## src/include/rtcev_params.svh

```systemverilog
/*
 Constants for the interrupt/frequency-output and event-detect control block.
 Assumes a 200 MHz core clock; timing is derived from a 32.768 kHz tick built here.
*/
`ifndef RTCEV_PARAMS_SVH
`define RTCEV_PARAMS_SVH
// ==========================================
// Register offsets
`define RTCEV_IRQ_CTRL_OFS     8'h08
`define RTCEV_EVENT_CFG_OFS    8'h09
// ==========================================
// Field positions, irq_output_control
`define RTCEV_PULSE_MODE_BIT   7
`define RTCEV_ALARM_EN_BIT     6
`define RTCEV_LP_MODE_BIT      5
`define RTCEV_PIN_OFF_BAT_BIT  4
// Field positions, event_detect_config
`define RTCEV_EVOUT_OFF_BIT    6
`define RTCEV_HALT_BIT         5
`define RTCEV_EVENT_EN_BIT     4
// ==========================================
// Reset values
`define RTCEV_IRQ_CTRL_RST     8'h00
`define RTCEV_EVENT_CFG_RST    8'h00
// ==========================================
// Timing
`define RTCEV_CLK_HZ           200000000
`define RTCEV_OSC_HZ           32768
`define RTCEV_ALARM_PULSE_MS   250
// Pulse width in oscillator ticks
`define RTCEV_ALARM_PULSE_TICKS (`RTCEV_OSC_HZ * `RTCEV_ALARM_PULSE_MS / 1000)
// Debounce times in oscillator ticks: 3.9 ms, 15.625 ms, 31.25 ms
`define RTCEV_DEB1_TICKS       128
`define RTCEV_DEB2_TICKS       512
`define RTCEV_DEB3_TICKS       1024
`endif

```

## src/include/rtcev_pkg.sv

```systemverilog
/*
 Types for the interrupt/frequency-output and event-detect control block.
 Assumes nothing beyond the params header.
*/
package rtcev_pkg;
   // ==========================================
   // Event detector states, Gray along the path
   typedef enum logic [1:0] {
      RTCEV_IDLE   = 2'b00,
      RTCEV_FILTER = 2'b01,
      RTCEV_HELD   = 2'b11
   } rtcev_det_t;
endpackage

```

## src/core/rtcev_ctrl.sv

```systemverilog
/*
 Interrupt/frequency-output pin control and event-input detector of a real
 time clock. Registers arrive on a byte write/read port at their offsets.
 Assumes the calendar keeps its own counters and supplies an alarm field
 match vector, a time-register write strobe and a time tick; the backup level is derived here from the supply comparators.
*/
// Functional notes
// - Frequency field enables and selects square wave
// - Codes: off, 32768, 4096, 1024, 64, halving
// - Nonzero frequency overrides and disables alarm
// - Pin-off bit silences pin in backup
// - Low-power bit drops trip-level switch condition
// - Alarm runs only with enable set
// - Pulse mode: 250 ms low per match
// - Level mode: low until alarm flag cleared
// - Sample rate: continuous, 2, 1, quarter Hz
// - Debounce: none, 3.9, 15.625, 31.25 ms
// - Event detection only while enabled
// - Halt bit stops counters on event
// - Time write resumes, clears halt bit
// - Halt needs event detection enabled
// - High input sets flag, pulls output low
// - Match sets alarm flag; writes only clear
// - Compare only enabled fields, all equal
// - Event output off in backup if bit
`timescale 1ns/1ps
`default_nettype none
`include "rtcev_params.svh"
module rtcev_ctrl
   import rtcev_pkg::*;
#(
   parameter int CLK_HZ     = `RTCEV_CLK_HZ,
   parameter int OSC_HZ     = `RTCEV_OSC_HZ,
   parameter int FIELDS     = 6
) (
   // Clock and reset
   input  wire logic              clk_i,
   input  wire logic              rst_n_i,
   // Register port
   input  wire logic              reg_wr_i,
   input  wire logic [7:0]        reg_addr_i,
   input  wire logic [7:0]        reg_wdata_i,
   output logic      [7:0]        reg_rdata_o,
   // Status flag clears from the status register
   input  wire logic              alarm_clr_i,
   input  wire logic              event_clr_i,
   // Calendar side
   input  wire logic [FIELDS-1:0] alarm_field_en_i,
   input  wire logic [FIELDS-1:0] alarm_field_eq_i,
   input  wire logic              time_tick_i,
   input  wire logic              time_write_i,
   output logic                   counters_halted_o,
   // Supply comparators
   input  wire logic              vdd_below_bat_i,
   input  wire logic              vdd_below_trip_i,
   output logic                   backup_active_o,
   // Status flags
   output logic                   alarm_status_flag_o,
   output logic                   event_status_flag_o,
   // Pins: open drain, oe low while driving
   input  wire logic              event_input_pin_i,
   output logic                   event_detect_out_o,
   output logic                   event_detect_oe_n_o,
   output logic                   shared_pin_o,
   output logic                   shared_pin_oe_n_o
);
   // ==========================================
   // Registers
   logic [7:0]  irq_output_control;
   logic [7:0]  event_detect_config;
   logic [15:0] osc_acc;
   logic        osc_tick;
   logic [19:0] div_cnt;
   logic [19:0] div_prev;
   logic [13:0] deb_cnt;
   logic [13:0] pulse_cnt;
   logic        pulse_active;
   logic        match_prev;
   rtcev_det_t  det_state;

   // Named field views
   wire [3:0] square_wave_select    = irq_output_control[3:0];
   wire       pin_off_in_battery    = irq_output_control[`RTCEV_PIN_OFF_BAT_BIT];
   wire       low_power_switch_mode = irq_output_control[`RTCEV_LP_MODE_BIT];
   wire       alarm_enable_bit      = irq_output_control[`RTCEV_ALARM_EN_BIT];
   wire       alarm_pulse_mode      = irq_output_control[`RTCEV_PULSE_MODE_BIT];
   wire [1:0] event_sample_rate     = event_detect_config[1:0];
   wire [1:0] event_debounce_time   = event_detect_config[3:2];
   wire       event_enable          = event_detect_config[`RTCEV_EVENT_EN_BIT];
   wire       halt_on_event         = event_detect_config[`RTCEV_HALT_BIT];
   wire       event_out_off_in_batt = event_detect_config[`RTCEV_EVOUT_OFF_BIT];

   // ==========================================
   // Functions
   // Divider bit whose toggle gives the selected wave; 32768 Hz is the tick itself
   function automatic logic [4:0] wave_bit(input logic [3:0] sel);
      logic [4:0] b;
      b = 5'd0;
      unique case (sel)
         4'h2:    b = 5'd2;    // 4096 Hz
         4'h3:    b = 5'd4;    // 1024 Hz
         default: b = 5'(sel) + 5'd4; // 64 Hz at 4, halving up to 1/32 Hz
      endcase
      return b;
   endfunction

   function automatic logic [13:0] deb_ticks(input logic [1:0] sel);
      logic [13:0] t;
      t = 14'h0000;
      unique case (sel)
         2'b00: t = 14'h0000;
         2'b01: t = 14'(`RTCEV_DEB1_TICKS);
         2'b10: t = 14'(`RTCEV_DEB2_TICKS);
         2'b11: t = 14'(`RTCEV_DEB3_TICKS);
      endcase
      return t;
   endfunction

   // ==========================================
   // Oscillator time base: fractional accumulator, 32768 ticks per second
   wire [31:0] acc_sum = 32'(osc_acc) + 32'(OSC_HZ / 4096);
   always_ff @(posedge clk_i or negedge rst_n_i) begin
      if (!rst_n_i) begin
         osc_acc  <= 16'h0000;
         osc_tick <= 1'b0;
      end else if (acc_sum >= 32'(CLK_HZ / 4096)) begin
         osc_acc  <= 16'(acc_sum - 32'(CLK_HZ / 4096));
         osc_tick <= 1'b1;
      end else begin
         osc_acc  <= 16'(acc_sum);
         osc_tick <= 1'b0;
      end
   end

   // Ripple divider of the tick; bit n toggles at 16384/2^n Hz
   always_ff @(posedge clk_i or negedge rst_n_i) begin
      if (!rst_n_i) begin
         div_cnt  <= 20'h0_0000;
         div_prev <= 20'h0_0000;
      end else if (osc_tick) begin
         div_cnt  <= div_cnt + 20'h0_0001;
         div_prev <= div_cnt;
      end
   end

   // ==========================================
   // Register writes and automatic halt clear
   wire wr_irq = reg_wr_i && (reg_addr_i == `RTCEV_IRQ_CTRL_OFS);
   wire wr_event = reg_wr_i && (reg_addr_i == `RTCEV_EVENT_CFG_OFS);
   always_ff @(posedge clk_i or negedge rst_n_i) begin
      if (!rst_n_i) begin
         irq_output_control  <= `RTCEV_IRQ_CTRL_RST;
         event_detect_config <= `RTCEV_EVENT_CFG_RST;
      end else begin
         if (wr_irq)
            irq_output_control <= reg_wdata_i;
         if (wr_event)
            event_detect_config <= reg_wdata_i;
         else if (time_write_i && counters_halted_o)
            event_detect_config[`RTCEV_HALT_BIT] <= 1'b0;
      end
   end

   // Read mux, registered
   wire [7:0] next_rdata = (reg_addr_i == `RTCEV_IRQ_CTRL_OFS) ? irq_output_control :
                           (reg_addr_i == `RTCEV_EVENT_CFG_OFS) ? event_detect_config :
                           8'h00;
   always_ff @(posedge clk_i or negedge rst_n_i) begin
      if (!rst_n_i)
         reg_rdata_o <= 8'h00;
      else
         reg_rdata_o <= next_rdata;
   end

   // ==========================================
   // Supply switch decision
   wire next_backup = low_power_switch_mode ? vdd_below_bat_i
                                            : (vdd_below_bat_i && vdd_below_trip_i);
   always_ff @(posedge clk_i or negedge rst_n_i) begin
      if (!rst_n_i)
         backup_active_o <= 1'b0;
      else
         backup_active_o <= next_backup;
   end

   // ==========================================
   // Alarm match and flag
   wire wave_on     = (square_wave_select != 4'h0);
   wire alarm_live  = alarm_enable_bit && !wave_on;
   wire any_field   = |alarm_field_en_i;
   wire match_now   = any_field &&
                      ((alarm_field_eq_i | ~alarm_field_en_i) == '1);
   // Edge of the match so one time slot gives one alarm
   wire alarm_hit   = alarm_live && match_now && !match_prev;
   always_ff @(posedge clk_i or negedge rst_n_i) begin
      if (!rst_n_i) begin
         match_prev          <= 1'b0;
         alarm_status_flag_o <= 1'b0;
      end else begin
         match_prev <= match_now;
         // Set wins over a clear in the same cycle; writes never set
         if (alarm_hit)
            alarm_status_flag_o <= 1'b1;
         else if (alarm_clr_i)
            alarm_status_flag_o <= 1'b0;
      end
   end

   // 250 ms low pulse, retriggered by each match
   always_ff @(posedge clk_i or negedge rst_n_i) begin
      if (!rst_n_i) begin
         pulse_active <= 1'b0;
         pulse_cnt    <= 14'h0000;
      end else if (alarm_hit && alarm_pulse_mode) begin
         pulse_active <= 1'b1;
         pulse_cnt    <= 14'(`RTCEV_ALARM_PULSE_TICKS - 1);
      end else if (pulse_active && osc_tick) begin
         if (pulse_cnt == 14'h0000)
            pulse_active <= 1'b0;
         else
            pulse_cnt <= pulse_cnt - 14'h0001;
      end
   end

   // ==========================================
   // Shared pin: wave has priority, then alarm
   wire [4:0] wsel      = wave_bit(square_wave_select);
   wire       wave_lvl  = (square_wave_select == 4'h1) ? osc_tick : div_cnt[wsel];
   wire       alarm_low = alarm_live &&
                          (alarm_pulse_mode ? pulse_active : alarm_status_flag_o);
   wire       pin_off   = pin_off_in_battery && backup_active_o;
   // A high wave level releases the open-drain pin
   wire       next_pin_oe_n = pin_off ? 1'b1 :
                              wave_on ? wave_lvl :
                              !alarm_low;
   always_ff @(posedge clk_i or negedge rst_n_i) begin
      if (!rst_n_i) begin
         shared_pin_o      <= 1'b0;
         shared_pin_oe_n_o <= 1'b1;
      end else begin
         shared_pin_o      <= 1'b0;
         shared_pin_oe_n_o <= next_pin_oe_n;
      end
   end

   // ==========================================
   // Event sampling strobe; 2 Hz, 1 Hz, 1/4 Hz from divider rollovers
   wire rise14 = div_cnt[14] && !div_prev[14];
   wire rise15 = div_cnt[15] && !div_prev[15];
   wire rise16 = div_cnt[16] && !div_prev[16];
   wire sample_now = (event_sample_rate == 2'b00) ? 1'b1 :
                     (event_sample_rate == 2'b01) ? (osc_tick && (div_cnt[13:0] == '1)) :
                     (event_sample_rate == 2'b10) ? (osc_tick && rise14) :
                     (osc_tick && rise16 && !rise15);
   // Debounce only in sampled mode; software must not pair it with continuous
   wire [13:0] deb_len = (event_sample_rate == 2'b00) ? 14'h0000 :
                         deb_ticks(event_debounce_time);

   // Detector: idle, filtering, held until flag clear
   always_ff @(posedge clk_i or negedge rst_n_i) begin
      if (!rst_n_i) begin
         det_state           <= RTCEV_IDLE;
         deb_cnt             <= 14'h0000;
         event_status_flag_o <= 1'b0;
      end else if (!event_enable) begin
         det_state <= RTCEV_IDLE;
         if (event_clr_i)
            event_status_flag_o <= 1'b0;
      end else begin
         unique case (det_state)
            RTCEV_IDLE: begin
               if (sample_now && event_input_pin_i) begin
                  if (deb_len == 14'h0000) begin
                     det_state           <= RTCEV_HELD;
                     event_status_flag_o <= 1'b1;
                  end else begin
                     det_state <= RTCEV_FILTER;
                     deb_cnt   <= deb_len;
                  end
               end else if (event_clr_i)
                  event_status_flag_o <= 1'b0;
            end
            RTCEV_FILTER: begin
               if (!event_input_pin_i)
                  det_state <= RTCEV_IDLE;
               else if (osc_tick && deb_cnt == 14'h0001) begin
                  det_state           <= RTCEV_HELD;
                  event_status_flag_o <= 1'b1;
               end else if (osc_tick)
                  deb_cnt <= deb_cnt - 14'h0001;
               if (event_clr_i && !(event_input_pin_i && osc_tick && deb_cnt == 14'h0001))
                  event_status_flag_o <= 1'b0;
            end
            RTCEV_HELD: begin
               // A fresh event in the clear cycle wins over the clear
               if (event_clr_i && !(sample_now && event_input_pin_i && deb_len == 14'h0000)) begin
                  event_status_flag_o <= 1'b0;
                  det_state           <= RTCEV_IDLE;
               end
            end
            default: det_state <= RTCEV_IDLE;
         endcase
      end
   end

   // Event output and counter halt
   wire event_hit = event_enable && (det_state != RTCEV_HELD) && event_status_flag_o == 1'b0 &&
                    ((det_state == RTCEV_IDLE && sample_now && event_input_pin_i &&
                      deb_len == 14'h0000) ||
                     (det_state == RTCEV_FILTER && event_input_pin_i && osc_tick &&
                      deb_cnt == 14'h0001));
   wire evout_off = event_out_off_in_batt && backup_active_o;
   always_ff @(posedge clk_i or negedge rst_n_i) begin
      if (!rst_n_i) begin
         event_detect_out_o  <= 1'b0;
         event_detect_oe_n_o <= 1'b1;
         counters_halted_o   <= 1'b0;
      end else begin
         event_detect_out_o  <= 1'b0;
         event_detect_oe_n_o <= !(event_status_flag_o && !evout_off);
         if (event_hit && halt_on_event && event_enable)
            counters_halted_o <= 1'b1;
         else if (time_write_i)
            counters_halted_o <= 1'b0;
      end
   end
endmodule
`default_nettype wire

```

## config.mk

```make
export PLATFORM = sky130hd
export DESIGN_NAME = rtcev_ctrl
export DESIGN_NICKNAME = d
export VERILOG_FILES = /design/src/include/rtcev_pkg.sv /design/src/core/rtcev_ctrl.sv
export VERILOG_INCLUDE_DIRS = /design/src /design/src/include
export SDC_FILE = /design/constraint.sdc
export NUM_CORES = 1
export LEC_CHECK = 0
export BUFFER_PORTS_ARGS = -buffer_cell sky130_fd_sc_hd__buf_2
export CAP_MARGIN = 20
export CORE_ASPECT_RATIO = 0.6
export CORE_MARGIN = 5
export CORE_UTILIZATION = 60
export CTS_CLUSTER_DIAMETER = 200
export CTS_CLUSTER_SIZE = 12
export DETAILED_ROUTE_END_ITERATION = 16
export MAX_ROUTING_LAYER = met4
export PLACE_DENSITY = 0.81
export SLEW_MARGIN = 20
export SYNTH_ARGS = -nofsm -noshare
export SYNTH_HDL_FRONTEND = slang
export SYNTH_SLANG_ARGS = --single-unit
export TNS_END_PERCENT = 20
```

## constraint.sdc

```tcl
create_clock -name clk_i -period 2.8 [get_ports clk_i]
set_input_delay 0.56 -clock clk_i [delete_from_list [all_inputs] [get_ports clk_i]]
set_output_delay 0.56 -clock clk_i [all_outputs]
set_load 0.05 [all_outputs]
```

After elaboration in Yosys (flattened, before gate mapping)
Index checks and enable logic that the tools add are counted.

Bits in registers: 116. Latch bits: 0. Bits in writable memories: 0. ROM bits: 0. Output and inout bits: 16. Memories: 0.

$add $sub $neg: 6. Multipliers: 0. Divide/modulo/power cells: 0. Order comparisons: 2. Eq/ne operators: 29. Shift operators: 0. Muxes and demuxes: 51. Bitwise gates (word level): 3. Reduce and logical (&&, ||, !) cells: 69.

Operator list (number): two-way mux 14 bit (9); one-hot mux 14 bit (4 select lines) (1); logical AND 1 bit (39); logical NOT 14 bit (2); one-hot mux 14 bit (2 select lines) (1); subtractor 14 x 1 -> 14 bit (second input constant) (2); two-way mux 1 bit (27); adder 20 x 1 -> 20 bit (second input constant) (1); adder 16 x 4 -> 17 bit (second input constant) (1); >= comparator 17 x 16 -> 1 bit (second input constant) (1); equality test 8 x 4 -> 1 bit (second input constant) (2); two-way mux 16 bit (1); two-way mux 8 bit (2); != test 4 bit (second input constant) (4); subtractor 16 bit (second input constant) (1); equality test 14 x 1 -> 1 bit (second input constant) (1); equality test 14 bit (second input constant) (1); != test 2 bit (second input constant) (7); two-way mux 2 bit (6); nonzero test 2 bit (6); logical NOT 1 bit (11); one-hot mux 5 bit (2 select lines) (1); equality test 2 bit (second input constant) (4); equality test 4 x 2 -> 1 bit (second input constant) (2); other kinds (21) (27).

Longest topological paths before layout
Gate-level depths: netlist (run 1).

Depth after elaboration: 15. Gate-level depth with buffers: 10. Gate-level depth less buffers: 8.

Least setup slack after synthesis (run 1)
OpenSTA, ideal clock, no wires.

Kind: reg-to-reg. Start point: register osc_acc[3]. End point: register osc_acc[3]. Library setup time: 0.125 ns. Arrival time: 2.129 ns. Path slack: 0.547 ns. Cell stages (with the launch flop): 8. Buffers on the path: 0. Clock period less this slack: 2.253 ns. Cell sequence: dfrtp_1 > ha_1 > nand2_1 > nor4b_1 > a211oi_2 > nor3b_2 > a21o_1 > mux2_2.

Cells in the longest elaborated chain, start to end: 3.

RTL lines: from (decl) (RTL line rtcev_ctrl.sv:71) `logic [15:0] osc_acc;`; from (signal assigned) (RTL line rtcev_ctrl.sv:127) `osc_acc <= 16'(acc_sum - 32'(CLK_HZ / 4096));`; from (signal assigned) (RTL line rtcev_ctrl.sv:130) `osc_acc <= 16'(acc_sum);`; adder 16 x 4 -> 17 bit * (RTL line rtcev_ctrl.sv:121) `wire [31:0] acc_sum = 32'(osc_acc) + 32'(OSC_HZ / 4096);`; subtractor 16 bit / >= comparator 17 x 16 -> 1 bit (equally long branches) (RTL line rtcev_ctrl.sv:127, rtcev_ctrl.sv:126); two-way mux 16 bit * (RTL line rtcev_ctrl.sv:126) `end else if (acc_sum >= 32'(CLK_HZ / 4096)) begin`.

Every way passes the cells marked *; elsewhere a longest branch is shown, timed or not. A chain may end at the register's enable or synchronous reset.

Worst setup path in the final report (run 1)
Same ends and word-level chain as after synthesis.

==> flow_summary.ini, run 1 <==
[outcome]
run_status = complete, no violations

[route]
detailedRoute.firstIterationViolations = 608
routed_via_density = 6.21
drt-total-wl_mm = 13.6
wl_per_cell_um = 17.4
detailroute.via_count = 4835
detailedRoute.firstPassIterationCount = 6
ant_nets = 0
drc_violations = 0

[floorplan]
die_width_um = 135
die_y_um = 84.8
boundaryPins = 54
die_area_mm2 = 0.0114
core-area_mm2 = 0.00916
core.rowCount = 27
starting_density_of_the_core_pct = 61.2

[synthesis]
synth_top_cells_by_area = dfrtp_1 44%, xnor2_1 4.4%, mux2_2 4.2%
ys_seq_area_share_pct = 44.7
synth_cell_types = 67
synth.avg_cell_area_um2 = 9.48
postSynth.asyncResetShare_pct = 100
synth_area_leader_cell = dfrtp_1
dominantRegCellSynth = dfrtp_1
ranking_of_synthesized_cells_by_instance_count = 98 x dfrtp_1, 58 x nand2_1, 35 x nor2_1, 32 x inv_1, 30 x o21ai_0
yosysWarningCount = 0
post-synth-top-count-cell = dfrtp_1
synth_cells = 591
synth_enable_flop_cells = 0
post_synth_instance_area_mm2 = 0.00560
yosys_register_bits = 100
yosysTopAreaCellShare_pct = 43.8

[timing]
clock_skew_ns = 0.00712
fmax_mhz = 375
layout_worst_path_cycle_share_pct = 95.2
count_of_final_hold_check_violations = 0
report.final.slew_viol_count = 0
worstMarginPinSlew_ns = 0.793
worst_case_headroom_to_the_max_slew_limit_pct = 46.5
final.min_clock_period_ns = 2.67
setup-violations-final = 0

[worst_hold_path]
min_path_type = in -> async

[worst_setup_path]
critPathTopFamily = simple AND/OR/NAND/NOR gates
timing.critical_path.from_type = flip-flop
path_class = reg -> reg
worst-endpoint-arrival_ns = 2.90
logic_depth_of_the_worst_path_buffers_included = 7
worstPathBufferInverterCount = 0
worstPathRequired_ns = 3.03
critical_path_cell_list = ha_1 > nand2_1 > nor4b_1 > a211oi_2 > nor3b_4 > a21o_1 > mux2_2
reg2reg_depth = 7
endpoint_kind = flip-flop
cp_max_delay_cell = dfrtp_1
worstPathMaxFanout = 8
critical_path.max_stage_delay_ns = 0.47

[grt]
grt_pass1_wl_mm = 22.9
grt_pass1_vias = 4721
antenna_found_initial = 0
globalRoute.totalOverflow = 0
grt_start_max_net_pins = 55
grt_util_all_layers_pct = 25.4

[cells_and_area]
antenna_cells = 0
area_growth_syn_to_layout_pct = 13.8
layout.nets = 690
final_layout_size_suffix_gt1_share_pct = 17.3
nFillCells = 673
finalInstanceArea_mm2 = 0.00638

[cts]
clkLatencyLatePin_ns = 0.34
numCtsBuffers = 9
cts.clk_slew.worst_paths_ns = 0.07
cts.hold.buffers_added = 0
cts_setup_buffers = 0
ctsHtreeMaxLevel = 3
clock_tree.buffer_depth = 2
clock-root-buffer = clkbuf_16
tritoncts = done
cts.sinks = 100

[place]
area_post_placement_mm2 = 0.00603
port_buffers = 50
globalplace.congestion = 0.920
dp.final_hpwl_mm = 9.69

[power_and_ir_drop]
powerDensity_mw_per_mm2 = 477
power_uw = 3040
static-leakage-power_uw = 0.00282
worst_ir_drop_vdd_uv = 312

[flow_run]
timing.max_cap.violations = 0
==> power by group <==
| part | switching (µW) | internal, µW | leakage, µW | total (µW) |
|---|---|---|---|---|
| clock network | 562 | 798 | 0.000160 | 1360 |
| registers | 30.1 | 1470 | 0.00128 | 1500 |
| logic | 117 | 66.2 | 0.00138 | 183 |
==> registers in the layout (all words and copies together) (netlist names) <==
| signal | cells |
|---|---|
| alarm_status_flag_o | 1 |
| backup_active_o | 1 |
| counters_halted_o | 1 |
| deb_cnt | 14 |
| det_state | 2 |
| div_cnt | 20 |
| div_prev | 3 |
| event_detect_config | 8 |
| event_detect_oe_n_o | 1 |
| event_status_flag_o | 1 |
| irq_output_control | 8 |
| match_prev | 1 |
| osc_acc | 14 |
| osc_tick | 1 |
| pulse_active | 1 |
| pulse_cnt | 14 |
| reg_rdata_o | 8 |
| shared_pin_oe_n_o | 1 |
==> worst register-to-register path, stage by stage, from the launching register on <==
cell	delay (ns)
dfrtp_1	0.47
ha_1	0.29
nand2_1	0.20
nor4b_1	0.39
a211oi_2	0.15
nor3b_4	0.39
a21o_1	0.31
mux2_2	0.36
==> area by class of cell <==
| type | instances | area, µm² | area share [%] |
|---|---|---|---|
| sequential | 100 | 2500 | 39.3 |
| multi-input combinational | 437 | 2890 | 45.4 |
| tap | 130 | 163 | 2.55 |
| clock buffer | 9 | 225 | 3.53 |
| inverter | 32 | 120 | 1.88 |
| clock inverter | 7 | 108 | 1.69 |
| timing repair buffer | 63 | 363 | 5.69 |
==> per-layer routing <==
metal  vias up  wire length, µm  global-route usage [%]
li1       2255                -                       -
met5         -                0                       -
met4         0              215                    6.28
met2       211             6230                    39.2
met1      2334             6180                    34.1
met3        35              926                    6.04
==> worst paths after layout <==
path	from	end	slack (ns)
max	osc_acc[3]	osc_acc[3]	0.13
min in group clk_i	vdd_below_trip_i	backup_active_o	0.42
min	rst_n_i	pulse_cnt[4]	0.04
min reg2reg	event_status_flag_o	event_detect_oe_n_o	0.46
max reg2reg	osc_acc[3]	osc_acc[3]	0.13
max in group asynchronous	rst_n_i	osc_acc[13]	2.06
==> metrics by stage <==
step                      utilization [%]  setup TNS [ns]  cells  hold WS (ns)  setup WS, ns
after detailed placement             65.9               0    762         0.402         0.107
after global routing                 69.6        -0.00208    778        0.0319      -0.00208
after global placement               65.9               0    762         0.398         0.278
after floorplan                         -               0    592         0.264         0.547
final                                69.6               0    778        0.0369         0.133
after CTS                            69.5               0    778        0.0307        0.0907
==> cell usage in the layout (no fill, tap or decap), drive strengths merged, types with 7 or more instances in the layout <==
cell type,count
buf,63
a21oi,27
mux2,21
nor2,35
nand4,11
ha,9
dfrtp,98
o21ai,30
inv,34
nand2,58
a211oi,9
nand3,25
and2,10
nor4,12
o211ai,9
nor2b,7
nor4b,8
clkbuf,9
and3,8
nor3,21
xor2,19
xnor2,28
a22o,9
==> cells by family after synthesis <==
kind of cell / after synthesis / synth area share [%]
simple gates: 220 / 20.8
compound gates: 136 / 16.6
flops: 100 / 44.7
buf+inv: 55 / 3.93
xor+xnor: 47 / 7.35
mux: 23 / 4.58
fa+ha+maj: 9 / 2.01
other cells: 1 / 0.0669
==> timing repair <==
action	CTS	global route
hold endpoints to repair	0	0
endpoints found under the setup margin	0	1
resized for setup	0	2
No activity file was read; power rests on OpenSTA's default activity.
==> inputs of run 2 (changes only) <==
--- a/config.mk
+++ b/config.mk
@@ -6,6 +6,7 @@
 export SDC_FILE = /design/constraint.sdc
 export NUM_CORES = 1
 export LEC_CHECK = 0
+export ABC_AREA = 1
 export BUFFER_PORTS_ARGS = -buffer_cell sky130_fd_sc_hd__buf_2
 export CAP_MARGIN = 20
 export CORE_ASPECT_RATIO = 0.6
@@ -15,7 +16,7 @@
 export CTS_CLUSTER_SIZE = 12
 export DETAILED_ROUTE_END_ITERATION = 16
 export MAX_ROUTING_LAYER = met4
-export PLACE_DENSITY = 0.81
+export PLACE_DENSITY = 0.8
 export SLEW_MARGIN = 20
 export SYNTH_ARGS = -nofsm -noshare
 export SYNTH_HDL_FRONTEND = slang
==> flow_summary.ini, run 2 <==
[synthesis]
post-synth-top-count-cell = nand2_1
post_synth_instance_area_mm2 = 0.00606
synth_top_cells_by_area = dfrtp_1 40%, nand2_1 13%, inv_1 6.7%
synth_enable_flop_cells = 0
yosysTopAreaCellShare_pct = 40.5
synth.avg_cell_area_um2 = 7.60
dominantRegCellSynth = dfrtp_1
synth_area_leader_cell = dfrtp_1
synth_cells = 797
yosysWarningCount = 0
postSynth.asyncResetShare_pct = 100
ys_seq_area_share_pct = 41.4
yosys_register_bits = 100
synth_cell_types = 47
ranking_of_synthesized_cells_by_instance_count = 210 x nand2_1, 108 x inv_1, 98 x dfrtp_1, 60 x nor2_1, 57 x o21ai_0

[power_and_ir_drop]
power_uw = 2870
worst_ir_drop_vdd_uv = 332
static-leakage-power_uw = 0.00330
powerDensity_mw_per_mm2 = 428

[cells_and_area]
regMostFlops = div_cnt
finalInstanceArea_mm2 = 0.00670
nFillCells = 827
final_layout_size_suffix_gt1_share_pct = 14.2
largest_reg_flops = 20
layout.cells.most_common = nand2_1
layout.nets = 895
post-route-util_pct = 68.0
area_growth_syn_to_layout_pct = 10.6
commonest_non_fill_non_tap_cells_in_the_layout = 210 x nand2_1, 108 x inv_1, 98 x dfrtp_1
antenna_cells = 0

[worst_hold_path]
min_path_type = in -> async

[cts]
cts.sinks = 100
clkLatencyLatePin_ns = 0.34
clock-root-buffer = clkbuf_16
cts-resized-gates = 0
tritoncts = done
ctsHtreeMaxLevel = 3
clock_tree.buffer_depth = 2
cts.hold.buffers_added = 0
cts.clk_slew.worst_paths_ns = 0.07
numCtsBuffers = 9
cts_setup_buffers = 0

[timing]
report.final.slew_viol_count = 0
count_of_final_hold_check_violations = 0
setup-violations-final = 0
pnr_worst_setup_slack_ns = 0.216
final.min_clock_period_ns = 2.58
tns_ns = 0
clock_skew_ns = 0.00699
fmax_mhz = 387
worst_case_headroom_to_the_max_slew_limit_pct = 60.3
worstMarginPinSlew_ns = 0.596
layout_worst_path_cycle_share_pct = 92.3
grt_setup_unrepaired = false

[worst_setup_path]
crit-reg2reg-launch = osc_acc[3]
endpoint_kind = flip-flop
setup.reg_to_reg.worst_slack_ns = 0.22
worstPathMaxFanout = 14
timing.critical_path.from_type = flip-flop
worst-endpoint-arrival_ns = 2.87
reg2reg_depth = 11
timing.critical_path.from = osc_acc[3]
worst_setup_path_endpoint = osc_acc[3]
worstPathRequired_ns = 3.08
path_class = reg -> reg
reg2reg_to = osc_acc[3]

[place]
globalplace.congestion = 0.939
post-place-ws_ns = 0.322
port_buffers = 50
dp.final_hpwl_mm = 10.5
area_post_placement_mm2 = 0.00642

[grt]
grt_start_max_net_pins = 47
globalRoute.totalOverflow = 0
grt_pass1_wl_mm = 23.6
grt_util_all_layers_pct = 24.2
grt_pass1_vias = 5070
antenna_found_initial = 0

[route]
detailedRoute.firstPassIterationCount = 6
detailedRoute.firstIterationViolations = 519
routed_via_density = 5.42
drc_violations = 0
ant_nets = 0
wl_per_cell_um = 14.0
drt-total-wl_mm = 13.9
detailroute.via_count = 5355

[floorplan]
core-area_mm2 = 0.00984
die_y_um = 87.8
boundaryPins = 54
core.rowCount = 28
die_area_mm2 = 0.0123
starting_density_of_the_core_pct = 61.5
die_width_um = 140

[outcome]
run_status = complete, no violations

[flow_run]
timing.max_cap.violations = 0
run 2: changes by cell type in the layout (fill, tap and decap cells not counted), moves of 18 or more:
cell and change:
nand2_1 +152, mux2_2 -21, o21ai_0 +27, inv_1 +76, nor2_1 +25, xnor2_1 -18, nand3_1 +19
run 2: per-layer routing:
metal	share of wire (%)	global-route usage, %	vias up
met4	1.0	5.54	0
li1	-	-	2665
met2	45	37.1	181
met1	48	33.5	2494
met3	6.2	5.07	15
met5	0	-	-
run 2: how the worst min path moves through the flow:
stage,to,slack (ns),depth (start not counted),start
final,pulse_cnt[5],0.22,1,rst_n_i
after CTS,pulse_cnt[5],0.24,1,rst_n_i
after global placement,event_detect_oe_n_o,0.46,1,event_status_flag_o
after global routing,osc_acc[2],0.27,1,rst_n_i
after floorplan,alarm_status_flag_o,0.26,0,rst_n_i
after detailed placement,event_detect_oe_n_o,0.47,1,event_status_flag_o
run 2: worst max-delay path, cell delays in order, from the launching register on:
cell     delay [ns]
dfrtp_1        0.40
inv_1          0.20
ha_1           0.29
inv_1          0.08
nand2_1        0.05
nor3_1         0.38
nand3_1        0.14
nor2_1         0.15
nand3_2        0.31
nand3_4        0.35
nand2_1        0.10
nand2_1        0.07
run 2: through the flow:
| step | hold WS (ns) | instances |
|---|---|---|
| 2_1_floorplan | 0.264 | 798 |
| 3_3_place_gp | 0.456 | 972 |
| 3_5_place_dp | 0.473 | 972 |
| 4_1_cts | 0.239 | 988 |
| 5_1_grt | 0.265 | 988 |
| 6_report | 0.216 | 988 |
run 2: report_power, final:
group	total, µW	internal [µW]	switching (µW)	leakage [µW]
Sequential	1500	1470	30.9	0.00127
Clock	1160	625	530	0.000129
Combinational	208	69.6	139	0.00190
run 2: cell families (layout without fill, tap and decap cells):
family | count (synthesis) | count (layout) | share of synthesized area (%)
fa+ha+maj | 9 | 9 | 1.86
xor+xnor | 47 | 47 | 7.11
buf+inv | 131 | 186 | 8.76
other cells | 1 | 2 | 0.0619
simple gates | 405 | 405 | 30.8
compound gates | 104 | 104 | 10.0
flops | 100 | 100 | 41.4
run 2: cell type report:
| type | count | area [µm²] | share of cell area, % |
|---|---|---|---|
| multi-input cells | 567 | 3020 | 45.2 |
| flip-flops and latches | 100 | 2500 | 37.4 |
| inverters | 114 | 429 | 6.41 |
| repair buffers | 56 | 298 | 4.45 |
| clock buffers | 12 | 246 | 3.68 |
| well taps | 135 | 169 | 2.52 |
| clock inverters | 4 | 25.0 | 0.374 |
==> inputs of run 3 (changes only) <==
--- a/config.mk
+++ b/config.mk
@@ -12,6 +12,7 @@
 export CORE_ASPECT_RATIO = 0.6
 export CORE_MARGIN = 5
 export CORE_UTILIZATION = 60
+export CTS_BUF_LIST = sky130_fd_sc_hd__clkbuf_8 sky130_fd_sc_hd__clkbuf_16
 export CTS_CLUSTER_DIAMETER = 200
 export CTS_CLUSTER_SIZE = 12
 export DETAILED_ROUTE_END_ITERATION = 16
==> flow_summary.ini, run 3 (synthesis results as in run 2) <==
[cts]
clkLatencyLatePin_ns = 0.35
cts.clk_slew.worst_paths_ns = 0.07
numCtsBuffers = 9
cts_setup_buffers = 0
tritoncts = done
cts.hold.buffers_added = 0
clock_tree.buffer_depth = 2
cts.sinks = 100
clock-root-buffer = clkbuf_16
ctsHtreeMaxLevel = 3
cts-resized-gates = 0

[worst_setup_path]
timing.critical_path.from = osc_acc[3]
reg2reg_to = osc_acc[3]
worstPathMaxFanout = 14
critical_path_cell_list = inv_1 > ha_1 > inv_1 > nand2_1 > nor3_1 > nand3_1 > nor2_1 > nand3_2 > nand3_4 > nand2_1 > nand2_1
cpMostUsedCell = nand2_1
path_class = reg -> reg
crit-reg2reg-launch = osc_acc[3]
critical_path.max_stage_delay_ns = 0.40
setup.reg_to_reg.worst_slack_ns = 0.25
worstPathRequired_ns = 3.08
timing.critical_path.from_type = flip-flop
worst_setup_path_endpoint = osc_acc[3]
logic_depth_of_the_worst_path_buffers_included = 11
reg2reg_depth = 11
endpoint_kind = flip-flop
critPathTopFamily = simple AND/OR/NAND/NOR gates
cp_max_delay_cell = dfrtp_1
worst-endpoint-arrival_ns = 2.84
worstPathBufferInverterCount = 2

[cells_and_area]
layout.cells.most_common = nand2_1
finalInstanceArea_mm2 = 0.00670
commonest_non_fill_non_tap_cells_in_the_layout = 210 x nand2_1, 110 x inv_1, 98 x dfrtp_1
final_layout_size_suffix_gt1_share_pct = 14.2
finish.cell_count_without_fillers = 988
regMostFlops = div_cnt
largest_reg_flops = 20
area_growth_syn_to_layout_pct = 10.6
layout.nets = 895
antenna_cells = 0

[grt]
grt_pass1_vias = 5070
antenna_found_initial = 0
grt_pass1_wl_mm = 23.6
grt_util_all_layers_pct = 24.2
globalRoute.totalOverflow = 0
grt_start_max_net_pins = 47

[floorplan]
die_width_um = 140
die_y_um = 87.8
boundaryPins = 54
die_area_mm2 = 0.0123
starting_density_of_the_core_pct = 61.5
core-area_mm2 = 0.00984
core.rowCount = 28

[power_and_ir_drop]
powerDensity_mw_per_mm2 = 427
worst_ir_drop_vdd_uv = 334
static-leakage-power_uw = 0.00331

[route]
ant_nets = 0
wl_per_cell_um = 14.0
detailedRoute.firstIterationViolations = 519
drc_violations = 0
detailedRoute.firstPassIterationCount = 7
routed_via_density = 5.38
detailroute.via_count = 5320
drt-total-wl_mm = 13.8

[place]
dp.final_hpwl_mm = 10.5
port_buffers = 50
post-place-cells = 972
area_post_placement_mm2 = 0.00642
globalplace.congestion = 0.939

[timing]
count_of_final_hold_check_violations = 0
worstMarginPinSlew_ns = 0.596
clock_skew_ns = 0.00667
fmax_mhz = 392
tns_ns = 0
worst_case_headroom_to_the_max_slew_limit_pct = 60.3
setup-violations-final = 0
report.final.slew_viol_count = 0
final.min_clock_period_ns = 2.55
grt_setup_unrepaired = false
layout_worst_path_cycle_share_pct = 91.2

[flow_run]
timing.max_cap.violations = 0

[outcome]
run_status = complete, no violations

[worst_hold_path]
min_path_type = in -> async
[run 3: changes by cell type in the layout (fill, tap and decap cells not counted)]
cell / change
clkbuf_1: -2
inv_1: +2
[run 3: worst min path at each step]
stage	start	cells past startpoint	to
floorplan	rst_n_i	0	alarm_status_flag_o
global placement	event_status_flag_o	1	event_detect_oe_n_o
detailed placement	event_status_flag_o	1	event_detect_oe_n_o
CTS	rst_n_i	1	pulse_cnt[5]
global route	rst_n_i	1	osc_acc[2]
finish	rst_n_i	1	pulse_cnt[5]
[run 3: worst register-to-register path, delay by kind of cell (launching register included)]
kind                     cells  cell delay [ns]
adder cells (fa/ha/maj)      1             0.29
buffers and inverters        2             0.27
flip-flops                   1             0.40
AND/OR/NAND/NOR              8             1.53
[run 3: through the flow]
step	hold slack (ns)	utilization (%)	setup WS (ns)	power, µW
floorplan	0.264	-	0.805	1650
global placement	0.456	65.3	0.462	1730
detailed placement	0.473	65.3	0.322	1740
CTS	0.239	68.0	0.297	2880
global route	0.265	68.0	0.0610	2980
finish	0.215	68.0	0.246	2860
[run 3: layout make-up]
type / count / area, µm²
Clock buffer: 10 / 239
Clock inverter: 6 / 32.5
Fill cell: 827 / 3150
Multi-Input combinational cell: 567 / 3020
Inverter: 114 / 429
Tap cell: 135 / 169
Sequential cell: 100 / 2500
Timing Repair Buffer: 56 / 298
[run 3: layer usage]
metal	global-route usage, %	routed length, µm	vias up
li1	-	-	2658
met1	33.5	6640	2481
met2	37.1	6200	167
met3	5.07	841	14
met4	5.54	136	0
met5	-	0	-
[run 3: report_power, final]
part / leakage, µW / internal [µW] / switching [µW]
registers: 0.00127 / 1470 / 30.9
clock network: 0.000137 / 617 / 532
logic: 0.00190 / 69.6 / 139
total: 0.00331 / 2160 / 701
